===== src/tvf_pkg.sv =====
// Shared constants for the fault-response block: command codes, field layout, timing.
// Assumes a single 40 MHz system clock shared by both ends.
package tvf_pkg;
    localparam int ClkHz = 40_000_000;
    localparam int RetryUnitMs = 200;
    localparam longint RetryUnitCyclesL = longint'(ClkHz) / 1000 * RetryUnitMs;
    localparam int RetryUnitCycles = int'(RetryUnitCyclesL);
    localparam logic [7:0] CmdOtFaultLimit = 8'h4f;
    localparam logic [7:0] CmdOtFaultReaction = 8'h50;
    localparam logic [7:0] CmdOtWarnThreshold = 8'h51;
    localparam logic [7:0] CmdVinOvThreshold = 8'h55;
    localparam logic [7:0] CmdVinOvReaction = 8'h56;
    localparam int DelayLsb = 0;
    localparam int DelayMsb = 2;
    localparam int RetryLsb = 3;
    localparam int RetryMsb = 5;
    localparam int RespLsb = 6;
    localparam int RespMsb = 7;
    localparam logic [1:0] RespIgnore = 2'h0;
    localparam logic [1:0] RespDisable = 2'h2;
    localparam logic [2:0] RetryNone = 3'h0;
    localparam logic [2:0] RetryForever = 3'h7;
    localparam logic [7:0] ReactionReset = 8'h80;
    localparam logic [15:0] OtFaultLimitReset = 16'h007d;
    localparam logic [15:0] OtWarnReset = 16'h0078;
    localparam logic [15:0] VinOvReset = 16'h0000;
    localparam logic [2:0] CtlAddrCmd = 3'h0;
    localparam logic [2:0] CtlAddrDataLo = 3'h1;
    localparam logic [2:0] CtlAddrDataHi = 3'h2;
    localparam logic [2:0] CtlAddrStatus = 3'h3;
    typedef enum logic [1:0] {
        TvfRun = 2'b00,
        TvfWait = 2'b01,
        TvfLatched = 2'b10
    } tvf_state_t;
endpackage


===== src/tvf_link_if.sv =====
// Interface joining the host controller and the fault-response device.
// Command writes are one-cycle strobes of code and 16-bit data.
`timescale 1ns/1ps
interface tvf_link_if;
    logic cmdWrite;
    logic [7:0] cmdCode;
    logic [15:0] cmdData;
    logic [7:0] faultStatus;
    modport device (input cmdWrite, input cmdCode, input cmdData, output faultStatus);
    modport host (output cmdWrite, output cmdCode, output cmdData, input faultStatus);
endinterface


===== src/tvf_fault_device.sv =====
// Fault-response device: holds settings, applies shutdown/retry policy per fault.
// Assumes temperature and input voltage arrive already converted, synchronous to clk_sys.
// How it works
// - Bits 2:0 give restart wait, 200 ms steps
// - Response 00: keep running, ignore fault
// - Response 10: disable output, then apply retries
// - Retry count 000: stay off until cleared
// - Retries 1 to 6, then latch off
// - Attempt-to-attempt spacing equals delay times unit; delay 0 gives one unit
// - Retry 111 repeats until off, bias, fault
// - Over-temperature reaction lives at command 0x50
// - Input over-voltage reaction lives at command 0x56
// - Host writes warning limit, exponent zero, Celsius
// - Host writes over-voltage limit, exponent minus three
// - Fault status bit set for every response
// - Host writes fault limit, exponent zero, Celsius
//
// Our own choice: the plain strobed port.
`timescale 1ns/1ps
module tvf_fault_device
    import tvf_pkg::*;
#(
    parameter int RetryUnit = RetryUnitCycles
) (
    input wire logic clk_sys,
    input wire logic reset,
    tvf_link_if.device link,
    input wire logic [15:0] tempC,
    input wire logic [15:0] vinMilli8,
    input wire logic enableCmd,
    input wire logic biasGood,
    input wire logic otherFault,
    input wire logic faultClear,
    output logic outputEnable,
    output logic otWarning,
    output logic [1:0] faultLatched
);
    // A unit below one cycle would leave the restart timer without an end point
    if (RetryUnit < 1) begin : gBadUnit
        $error("RetryUnit must be at least one cycle");
    end
    logic [7:0] otReaction_reg;
    logic [7:0] vinReaction_reg;
    logic [15:0] otFaultLimit_reg;
    logic [15:0] otWarnLimit_reg;
    logic [15:0] vinOvLimit_reg;
    logic [1:0] faultSticky_reg;
    logic otWarn_reg;
    tvf_state_t state_reg [2];
    logic outOn_reg [2];
    logic [2:0] tries_reg [2];
    logic [2:0] steps_reg [2];
    logic [31:0] tick_reg [2];
    logic [1:0] faultNow;
    logic [7:0] reaction [2];
    logic stopAll;

    // Mantissa sits in bits 10:0; the exponent bits above it are fixed by the host
    function automatic logic signed [16:0] linMant(logic [15:0] word);
        return {{6{word[10]}}, word[10:0]};
    endfunction

    function automatic logic cmdHit(logic write, logic [7:0] code, logic [7:0] want);
        return write && code == want;
    endfunction

    // Settings stored as written; format is host's duty
    always_ff @(posedge clk_sys) begin
        if (reset) begin
            otReaction_reg <= ReactionReset;
        end else if (cmdHit(link.cmdWrite, link.cmdCode, CmdOtFaultReaction)) begin
            otReaction_reg <= link.cmdData[7:0];
        end
    end

    always_ff @(posedge clk_sys) begin
        if (reset) begin
            vinReaction_reg <= ReactionReset;
        end else if (cmdHit(link.cmdWrite, link.cmdCode, CmdVinOvReaction)) begin
            vinReaction_reg <= link.cmdData[7:0];
        end
    end

    always_ff @(posedge clk_sys) begin
        if (reset) begin
            otFaultLimit_reg <= OtFaultLimitReset;
        end else if (cmdHit(link.cmdWrite, link.cmdCode, CmdOtFaultLimit)) begin
            otFaultLimit_reg <= link.cmdData;
        end
    end

    always_ff @(posedge clk_sys) begin
        if (reset) begin
            otWarnLimit_reg <= OtWarnReset;
        end else if (cmdHit(link.cmdWrite, link.cmdCode, CmdOtWarnThreshold)) begin
            otWarnLimit_reg <= link.cmdData;
        end
    end

    always_ff @(posedge clk_sys) begin
        if (reset) begin
            vinOvLimit_reg <= VinOvReset;
        end else if (cmdHit(link.cmdWrite, link.cmdCode, CmdVinOvThreshold)) begin
            vinOvLimit_reg <= link.cmdData;
        end
    end

    // Limits compared as signed linear mantissas with fixed exponents
    assign faultNow[0] = $signed({tempC[15], tempC}) > linMant(otFaultLimit_reg);
    assign faultNow[1] = $signed({1'b0, vinMilli8}) > linMant(vinOvLimit_reg);
    assign reaction[0] = otReaction_reg;
    assign reaction[1] = vinReaction_reg;
    assign stopAll = !enableCmd || !biasGood || otherFault;

    // Set wins over clear so a fault in the clearing cycle is kept
    always_ff @(posedge clk_sys) begin
        if (reset) begin
            faultSticky_reg <= 2'h0;
        end else begin
            faultSticky_reg <= faultNow | (faultClear ? 2'h0 : faultSticky_reg);
        end
    end

    always_ff @(posedge clk_sys) begin
        if (reset) begin
            otWarn_reg <= 1'b0;
        end else begin
            otWarn_reg <= ($signed({tempC[15], tempC}) > linMant(otWarnLimit_reg))
                | (faultClear ? 1'b0 : otWarn_reg);
        end
    end

    for (genvar f = 0; f < 2; f++) begin : gFault
        logic [1:0] resp;
        logic [2:0] retries;
        logic [2:0] delay;
        logic trip;
        logic unitDone;
        logic delayDone;
        logic forceOff;
        logic restartNow;
        logic giveUp;
        logic releaseNow;
        assign resp = reaction[f][RespMsb:RespLsb];
        assign retries = reaction[f][RetryMsb:RetryLsb];
        assign delay = reaction[f][DelayMsb:DelayLsb];
        // Reserved codes 01 and 11 take the shutdown path
        assign trip = faultNow[f] && resp != RespIgnore;
        assign unitDone = tick_reg[f] == 32'(RetryUnit - 1);
        // Delay 0 is served as one unit so a retry never fires in the tripping cycle
        assign delayDone = steps_reg[f] + 3'h1 >= delay;
        assign forceOff = stopAll && retries == RetryForever;
        assign restartNow = unitDone && delayDone && !forceOff;
        assign giveUp = retries != RetryForever && tries_reg[f] >= retries;
        assign releaseNow = faultClear && !faultNow[f];

        always_ff @(posedge clk_sys) begin
            if (reset) begin
                state_reg[f] <= TvfRun;
            end else begin
                unique case (state_reg[f])
                    TvfRun: begin
                        if (trip && retries == RetryNone) begin
                            state_reg[f] <= TvfLatched;
                        end else if (trip) begin
                            state_reg[f] <= TvfWait;
                        end
                    end
                    TvfWait: begin
                        if (giveUp || forceOff) begin
                            state_reg[f] <= TvfLatched;
                        end else if (restartNow) begin
                            state_reg[f] <= TvfRun;
                        end
                    end
                    TvfLatched: begin
                        if (releaseNow) begin
                            state_reg[f] <= TvfRun;
                        end
                    end
                    default: state_reg[f] <= TvfLatched;
                endcase
            end
        end

        // Output follows the state decision one edge after the event
        always_ff @(posedge clk_sys) begin
            if (reset) begin
                outOn_reg[f] <= 1'b1;
            end else begin
                unique case (state_reg[f])
                    TvfRun: outOn_reg[f] <= !trip;
                    TvfWait: outOn_reg[f] <= restartNow && !giveUp;
                    TvfLatched: outOn_reg[f] <= releaseNow;
                    default: outOn_reg[f] <= 1'b0;
                endcase
            end
        end

        // Timer only runs while waiting; any other state rearms it
        always_ff @(posedge clk_sys) begin
            if (reset || state_reg[f] != TvfWait) begin
                tick_reg[f] <= 32'h0;
                steps_reg[f] <= 3'h0;
            end else if (!forceOff) begin
                if (unitDone) begin
                    tick_reg[f] <= 32'h0;
                    steps_reg[f] <= delayDone ? 3'h0 : steps_reg[f] + 3'h1;
                end else begin
                    tick_reg[f] <= tick_reg[f] + 32'h1;
                end
            end
        end

        always_ff @(posedge clk_sys) begin
            if (reset) begin
                tries_reg[f] <= 3'h0;
            end else if (state_reg[f] == TvfWait && restartNow) begin
                tries_reg[f] <= tries_reg[f] + 3'h1;
            end else if (state_reg[f] == TvfLatched && releaseNow) begin
                tries_reg[f] <= 3'h0;
            end
        end
    end

    assign outputEnable = outOn_reg[0] && outOn_reg[1] && !stopAll;
    assign otWarning = otWarn_reg;
    assign faultLatched = faultSticky_reg;
    assign link.faultStatus = {5'h0, otWarn_reg, faultSticky_reg};
endmodule // tvf_fault_device


===== src/flat_wrapper.sv =====
// flat-port wrapper written by rule: the top's interface ports become plain ports
module tvf_fault_device_flat import tvf_pkg::*;
#(
    parameter int RetryUnit = RetryUnitCycles
)
  (clk_sys, reset, tempC, vinMilli8, enableCmd, biasGood, otherFault, faultClear, outputEnable, otWarning, faultLatched, link_cmdWrite, link_cmdCode, link_cmdData, link_faultStatus);
  tvf_link_if link_i ();
  input wire logic clk_sys;
  input wire logic reset;
  input wire logic [15:0] tempC;
  input wire logic [15:0] vinMilli8;
  input wire logic enableCmd;
  input wire logic biasGood;
  input wire logic otherFault;
  input wire logic faultClear;
  output logic outputEnable;
  output logic otWarning;
  output logic [1:0] faultLatched;
  input wire logic [$bits(link_i.cmdWrite)-1:0] link_cmdWrite;
  input wire logic [$bits(link_i.cmdCode)-1:0] link_cmdCode;
  input wire logic [$bits(link_i.cmdData)-1:0] link_cmdData;
  output wire logic [$bits(link_i.faultStatus)-1:0] link_faultStatus;
  assign link_i.cmdWrite = link_cmdWrite;
  assign link_i.cmdCode = link_cmdCode;
  assign link_i.cmdData = link_cmdData;
  assign link_faultStatus = link_i.faultStatus;
  tvf_fault_device #(.RetryUnit(RetryUnit)) u_core (.clk_sys(clk_sys), .reset(reset), .link(link_i), .tempC(tempC), .vinMilli8(vinMilli8), .enableCmd(enableCmd), .biasGood(biasGood), .otherFault(otherFault), .faultClear(faultClear), .outputEnable(outputEnable), .otWarning(otWarning), .faultLatched(faultLatched));
endmodule

===== config.mk =====
export PLATFORM = sky130hd
export DESIGN_NAME = tvf_fault_device_flat
export DESIGN_NICKNAME = d
export VERILOG_FILES = /design/src/tvf_pkg.sv /design/src/tvf_link_if.sv /design/src/tvf_fault_device.sv /design/src/flat_wrapper.sv
export SDC_FILE = /design/constraint.sdc
export NUM_CORES = 1
export LEC_CHECK = 0
export ABC_CLOCK_PERIOD_IN_PS = 6000
export BUFFER_PORTS_ARGS = -buffer_cell sky130_fd_sc_hd__clkbuf_2
export CELL_PAD_IN_SITES_DETAIL_PLACEMENT = 0
export CELL_PAD_IN_SITES_GLOBAL_PLACEMENT = 2
export CORE_AREA = 2 2 181 183
export DETAILED_ROUTE_END_ITERATION = 8
export DIE_AREA = 0 0 183 185
export HOLD_SLACK_MARGIN = 0.02
export PLACE_DENSITY_LB_ADDON = 0.1
export SLEW_MARGIN = 5
export SYNTH_ARGS = -nofsm -noshare
export SYNTH_HDL_FRONTEND = slang
export SYNTH_SLANG_ARGS = --single-unit

===== constraint.sdc =====
create_clock -name clk_sys -period 6 [get_ports clk_sys]
set_input_delay 1.2 -clock clk_sys [delete_from_list [all_inputs] [get_ports clk_sys]]
set_output_delay 1.2 -clock clk_sys [all_outputs]
set_load 0.03 [all_outputs]

==> results of run 1 <==
worst min-delay path, delay by kind of cell, from the launching register on:
| kind | cells | cell delay, ps |
|---|---|---|
| AO/OA/AOI/OAI | 1 | 50 |
| flip-flops | 1 | 310 |
| AND/OR/NAND/NOR | 1 | 50 |
final cells by class:
type	count	area (um2)
Inverter	61	229
Fill cell	3452	22900
Clock inverter	14	153
Sequential cell	134	3490
Tap cell	408	510
Antenna cell	1	2.50
Clock buffer	18	429
Multi-Input combinational cell	608	4010
Timing Repair Buffer	70	365
logic make-up (layout without fill, tap and decap cells):
| logic type | count (synthesis) | count (layout) | synth area share [%] |
|---|---|---|---|
| buf+inv | 89 | 163 | 4.66 |
| fa+ha+maj | 67 | 67 | 10.7 |
| mux | 36 | 36 | 4.61 |
| simple gates | 349 | 349 | 21.6 |
| xor+xnor | 60 | 60 | 6.70 |
| compound gates | 90 | 90 | 7.09 |
| flops | 134 | 134 | 44.6 |
| other cells | 2 | 7 | 0.0958 |
cell usage after synthesis, types with 2 or more instances:
cell type  number  share of area [%]
xnor2_1        21                2.3
nor4_1         11               0.88
ha_1           67                 11
xor2_1         39                4.4
or2_2           2               0.16
edfxtp_1       81                 31
o211ai_1        8               0.77
a31oi_1         3               0.24
nand3b_1        2               0.19
buf_4           8               0.77
nand2_1        82                3.9
a21oi_1        38                2.4
nor2b_1         6               0.48
inv_1          61                2.9
or4_1           4               0.38
and3_1         19                1.5
o41ai_1         2               0.22
nand2b_1       13                1.0
a21o_1          8               0.77
or3_1           7               0.56
and4_1          5               0.56
clkbuf_1       16               0.77
nor4b_1         3               0.34
dfxtp_1        53                 14
and2_1          5               0.40
nand3_1        20                1.3
nor2_1        125                6.0
nor4_2          3               0.48
nor3_1         11               0.70
a211oi_1        4               0.38
nand4_1        26                2.1
mux2i_1        35                4.5
conb_1          2              0.096
buf_1           3               0.14
o21ai_0        16                1.0
report_power, final:
part | total (W) | internal (W) | switching [W] | leakage, nW
sequential | 0.000998 | 0.000984 | 0.0000140 | 1.40
clock | 0.00106 | 0.000615 | 0.000443 | 0.269
combinational | 0.000162 | 0.0000599 | 0.000103 | 1.91
total | 0.00222 | 0.00166 | 0.000559 | 3.58
placed cells by master, fill, tap and decap left out, types with 20 or more instances in the layout:
cell	netlist	layout
xor2_1	39	39
nand2_1	82	81
ha_1	67	67
mux2i_1	35	35
inv_1	61	61
xnor2_1	21	21
edfxtp_1	81	81
nand3_1	20	20
nor2_1	125	125
nand4_1	26	26
dfxtp_1	53	53
clkbuf_2	0	64
a21oi_1	38	38
stage by stage:
stage	total power, W	hold slack, ps	util (%)
after floorplan	0.00112	432	-
after global placement	0.00119	442	26.9
after detailed placement	0.00118	446	26.9
after CTS	0.00226	457	28.7
after global routing	0.00233	467	28.7
final	0.00222	454	28.7
final timing paths:
path	from	to	cells past startpoint
setup / recovery	vinMilli8[4]	u_core.state_reg[1][0]	9
hold / removal	u_core.vinOvLimit_reg[7]	u_core.vinOvLimit_reg[7]	2
setup reg to reg	u_core.vinOvLimit_reg[10]	u_core.state_reg[1][0]	9
hold reg to reg	u_core.vinOvLimit_reg[7]	u_core.vinOvLimit_reg[7]	2
routing by layer:
| layer | GRT usage (%) | part of all wire [%] |
|---|---|---|
| met5 | 0 | 0 |
| met4 | 4.13 | 1.5 |
| met3 | 3.03 | 3.7 |
| met2 | 20.8 | 47 |
| met1 | 15.2 | 48 |
==> qor.yml, run 1 <==
drt:
  drt_pre_antenna_iters: 4
  drt-initial-drc-count: 237
  wire_per_inst_um: 15.0
  routed_wl_um: 19700
  ant_nets: 0
  num_vias: 5828
  drc_errors: 0
  viasPerCell: 4.44
setup_path:
  crit_type: "in -> reg"
  critPathRequiredTime_ps: 6090
  critical_path.slowest_cell: "or3_1"
  worstPathMaxFanout: 4
  endpoint_kind: "flop"
  crit_family: "compound AO/OA/AOI/OAI gates"
  worst-path-buf-inv: 1
  cp_cell_sequence: "clkbuf_2, ha_1, a21oi_1, o21ai_0, a2111oi_0, o31ai_1, mux2i_1, or3_1, o311ai_1"
  start_kind: "input port"
  arrival_ps: 3540
  max_stage_delay_ps: 460
  regToRegSetupSlack_ps: 2910
die:
  die_w_um: 183
  num_io_pins: 75
  core_um2: 32000
  initial_core_util_pct: 24.5
  die_area_um2: 33900
  fp-row-count: 66
  die_h_um: 185
yosys:
  synth-seq-cells: 134
  synth_edf_count: 81
  async_flop_share_pct: 0
  ys_seq_area_share_pct: 44.6
  synth_area_per_cell_um2: 9.48
  synth_area_um2: 7840
  ys.flop_type: "edfxtp_1"
  synthesis.instances: 827
  synth.distinct_cells: 53
  yosys_warnings: 0
power:
  leakage_nw: 3.58
  ir_drop_uv: 110
  powerDensity_nw_per_um2: 241
timing:
  tns_ps: 0
  finalClockSkew_ps: 13.8
  setup_violations: 0
  fin_crit_sh_pct: 57.5
  fmax_mhz: 290
  slew_headroom_pct: 38.5
  period_needed_ps: 3450
  tightest_slew_ps: 918
  setup_ws_ps: 2550
  slew_violations: 0
  rsz0062_at_grt: "false"
  hold_violations: 0
clock_network:
  cts_tree: "done"
  htreeDepth: 4
  cts_root_buf: "clkbuf_16"
  ctsResizeCount: 0
  cts.sinks: 134
  clkTransAtPathRegs_ps: 70
  insertion_delay_ps: 430
  cts_buffer_depth: 2
  postCtsSetupBuffers: 0
  numCtsBuffers: 17
  holdBufCountCts: 0
run_status:
  status: "finished, final reports clean"
grt:
  grt_pass1_vias: 6048
  grt_overflow: 0
  grt_usage_pct: 12.3
  grt_max_degree: 52
  antenna_found_initial: 1
  grt_pass1_wl_um: 32300
finish:
  drive_gt1_share_pct: 12.4
  layout.cells.non_filler: 1314
  fin_area_um2: 9190
  nets: 1022
  largest_reg_flops: 64
  areaGrowthSynthToFinish_pct: 17.2
placement:
  port_buffers: 64
  place_inst: 1281
  detailed_place.area_um2: 8600
  dp_worst_setup_slack_ps: 2060
  place.detailed.hpwl_um: 14200
  gp_congestion: 0.685
run:
  maxCapViolations: 0
worst_hold_path:
  hold_class: "reg -> reg"
Power figures use the tool's default switching activity.
==> run 2, diff against run 1 <==
--- a/config.mk
+++ b/config.mk
@@ -5,7 +5,7 @@
 export SDC_FILE = /design/constraint.sdc
 export NUM_CORES = 1
 export LEC_CHECK = 0
-export ABC_CLOCK_PERIOD_IN_PS = 6000
+export ABC_CLOCK_PERIOD_IN_PS = 2750
 export BUFFER_PORTS_ARGS = -buffer_cell sky130_fd_sc_hd__clkbuf_2
 export CELL_PAD_IN_SITES_DETAIL_PLACEMENT = 0
 export CELL_PAD_IN_SITES_GLOBAL_PLACEMENT = 2
==> constraint.sdc (replaced) <==
create_clock -name clk_sys -period 2.75 [get_ports clk_sys]
set_input_delay 0.55 -clock clk_sys [delete_from_list [all_inputs] [get_ports clk_sys]]
set_output_delay 0.55 -clock clk_sys [all_outputs]
set_load 0.03 [all_outputs]
==> qor.yml, run 2 (synthesis gave the netlist of run 1 again) <==
clock_network:
  cts_root_buf: "clkbuf_16"  # unchanged
  cts.sinks: 134  # unchanged
  insertion_delay_ps: 430  # about the same
  cts_buffer_depth: 2  # unchanged
  htreeDepth: 4  # unchanged
  holdBufCountCts: 0  # unchanged
  numCtsBuffers: 17  # unchanged
  cts_tree: "done"  # unchanged
  clkTransAtPathRegs_ps: 60  # was 70 ps
power:
  leakage_nw: 3.82  # was 3.58 nW
  power_switching_share_pct: 23.6  # was 25.2%
  power.total_w: 0.00500  # was 0.00222 W
  switching_power_w: 0.00118  # was 0.000559 W
  seq_power_share_pct: 43.6  # was 45.0%
  powerDensity_nw_per_um2: 516  # was 241 nW/um2
  ir_drop_uv: 238  # was 110 uV
  intPower_w: 0.00382  # was 0.00166 W
  clockPowerShare_pct: 48.3  # was 47.7%
  p_comb_share_pct: 8.0  # was 7.3%
setup_path:
  regToRegSetupSlack_ps: 100  # was 2910 ps
  endpoint_kind: "flop"  # unchanged
  crit_type: "reg -> reg"  # was in -> reg
  cp_cell_sequence: "or4b_4, nor4_4, nand2_1, or3_4, or3_4, o221a_1, o311ai_4"  # was clkbuf_2, ha_1, a21oi_1, o21ai_0, a2111oi_0, o31ai_1, mux2i_1, or3_1, o311ai_1
  start_kind: "flop"  # was input port
  max_stage_delay_ps: 570  # was 460 ps
  reg2reg_to: "u_core.state_reg[1][0]"  # unchanged
  arrival_ps: 2760  # was 3540 ps
  worstReg2RegStart: "u_core.tick_reg[1][10]"  # was u_core.vinOvLimit_reg[10]
  worstPathMaxFanout: 4  # unchanged
  critPathRequiredTime_ps: 2860  # was 6090 ps
  reg2regPathDepth: 7  # was 9
  cp_common_cell: "or3_4"
  crit_family: "simple AND/OR/NAND/NOR gates"  # was compound AO/OA/AOI/OAI gates
  critical_path.slowest_cell: "or4b_4"  # was or3_1
  worst-path-buf-inv: 0  # was 1
timing:
  slew_violations: 0  # unchanged
  fin_crit_sh_pct: 96.5
  period_needed_ps: 2650
  tightest_slew_ps: 551  # was 918 ps
  hold_violations: 0  # unchanged
  fmax_mhz: 377
  finalClockSkew_ps: 9.08  # was 13.8 ps
  slew_headroom_pct: 63.2  # was 38.5%
  rsz0062_at_grt: "false"  # unchanged
  setup_violations: 0  # unchanged
run:
  maxCapViolations: 0  # unchanged
drt:
  wire_per_inst_um: 14.6  # was 15.0 um
  viasPerCell: 4.46  # was 4.44
  drc_errors: 0  # unchanged
  ant_nets: 0  # unchanged
  drt_pre_antenna_iters: 5  # was 4
  num_vias: 6036  # was 5828
  routed_wl_um: 19800  # was 19700 um
  drt-initial-drc-count: 257  # was 237
finish:
  nets: 1062  # was 1022
  layout.cells.non_filler: 1354  # was 1314
  multiInputGateArea_um2: 4140  # was 4010 um2
  fillers: 3370  # was 3452
  layout_commonest_cell: "nor2_1"  # unchanged
  drive_gt1_share_pct: 18.1  # was 12.4%
  areaGrowthSynthToFinish_pct: 23.5  # was 17.2%
  seq_area_um2: 3500  # was 3490 um2
  largest_reg_flops: 64  # unchanged
  layout_common_cells: "nor2_1, nand2_1, edfxtp_1, clkbuf_2, ha_1"  # was nor2_1, nand2_1, edfxtp_1, ha_1, clkbuf_2
worst_hold_path:
  worstHoldPathCells: 3  # was 2
  whs_endpoint: "u_core.vinOvLimit_reg[9]"  # was u_core.vinOvLimit_reg[7]
  worst_hold_startpoint: "link_cmdData[9]"  # was u_core.vinOvLimit_reg[7]
  hold_class: "in -> reg"  # was reg -> reg
placement:
  place_inst: 1320  # was 1281
  port_buffers: 64  # unchanged
  place.detailed.hpwl_um: 14800  # was 14200 um
  gp_congestion: 0.781  # was 0.685
die:
  die_area_um2: 33900  # unchanged
  die_h_um: 185  # unchanged
  initial_core_util_pct: 24.5  # unchanged
  num_io_pins: 75  # unchanged
  core_um2: 32000  # unchanged
  fp-row-count: 66  # unchanged
  die_w_um: 183  # unchanged
grt:
  top_usage_layer: "met2"  # unchanged
  grt_max_degree: 51  # was 52
  grt_usage_pct: 12.3  # about the same
  antenna_found_initial: 1  # unchanged
  gr-usage-met1_pct: 14.8  # was 15.2%
  grt_pass1_wl_um: 32400  # was 32300 um
  grt_pass1_vias: 6218  # was 6048
  grt_overflow: 0  # unchanged
  use_met3_pct: 2.87  # was 3.03%
  grt.met2_usage_pct: 21.4  # was 20.8%
run_status:
  status: "finished, final reports clean"  # unchanged
-- run 2: cell types whose count changed in the layout (fill, tap and decap cells not counted), moves of 3 or more --
cell / change
ha_1: -5
buf_4: +39
inv_1: -3
ha_4: +5
dfxtp_1: -5
dfxtp_2: +4
clkinv_1: +3
-- run 2: layer usage --
layer	wire length, um	part of all wire (%)
met5	0	0
met1	9240	47
met2	9490	48
met3	745	3.8
met4	313	1.6
-- run 2: timing repair --
item,CTS,global route
gates resized for setup,7,23
buffers inserted,0,2
pin swaps,1,13
setup endpoints to repair,6,13
-- run 2: worst max-delay path by stage --
stage,to,startpoint,cells past startpoint,slack (ps)
CTS,u_core.state_reg[1][0],u_core.tick_reg[1][10],7,3
finish,u_core.state_reg[1][0],u_core.tick_reg[1][10],7,100
global route,u_core.state_reg[1][0],u_core.vinOvLimit_reg[8],9,5
floorplan,u_core.state_reg[1][0],vinMilli8[6],8,0.3
detailed placement,u_core.state_reg[1][0],vinMilli8[4],9,-330
global placement,u_core.state_reg[1][0],vinMilli8[6],9,-260
-- run 2: power groups by stage --
stage	combinational, W	sequential, W	clock, W
finish	0.000401	0.00218	0.00242
global route	0.000456	0.00219	0.00258
CTS	0.000404	0.00218	0.00250
detailed placement	0.000393	0.00222	0
global placement	0.000387	0.00222	0
floorplan	0.000219	0.00222	0
-- run 2: metrics by stage --
step           setup TNS, ps  hold WS, ps  setup WS, ps  utilization (%)  area [um2]
2_1_floorplan              0          432         0.337                -        7860
4_1_cts                    0          383          3.22             29.8        9560
3_3_place_gp           -1820          449          -262             27.8        8910
6_report                   0          397          97.5             30.2        9680
3_5_place_dp           -2430          447          -334             27.8        8910
5_1_grt                    0          396          5.11             30.2        9680
-- run 2: cell type report --
type,count,area share [%]
Timing Repair Buffer,110,7.00
Multi-Input combinational cell,608,42.8
Clock buffer,18,4.43
Tap cell,408,5.27
Inverter,61,2.44
Clock inverter,14,1.90
Sequential cell,134,36.2
Antenna cell,1,0.0258
-- run 2: tightest hold or removal path, delay by kind of cell --
family	cells	cell delay, ps
buf+inv	1	110
simple gates	1	60
compound gates	1	50
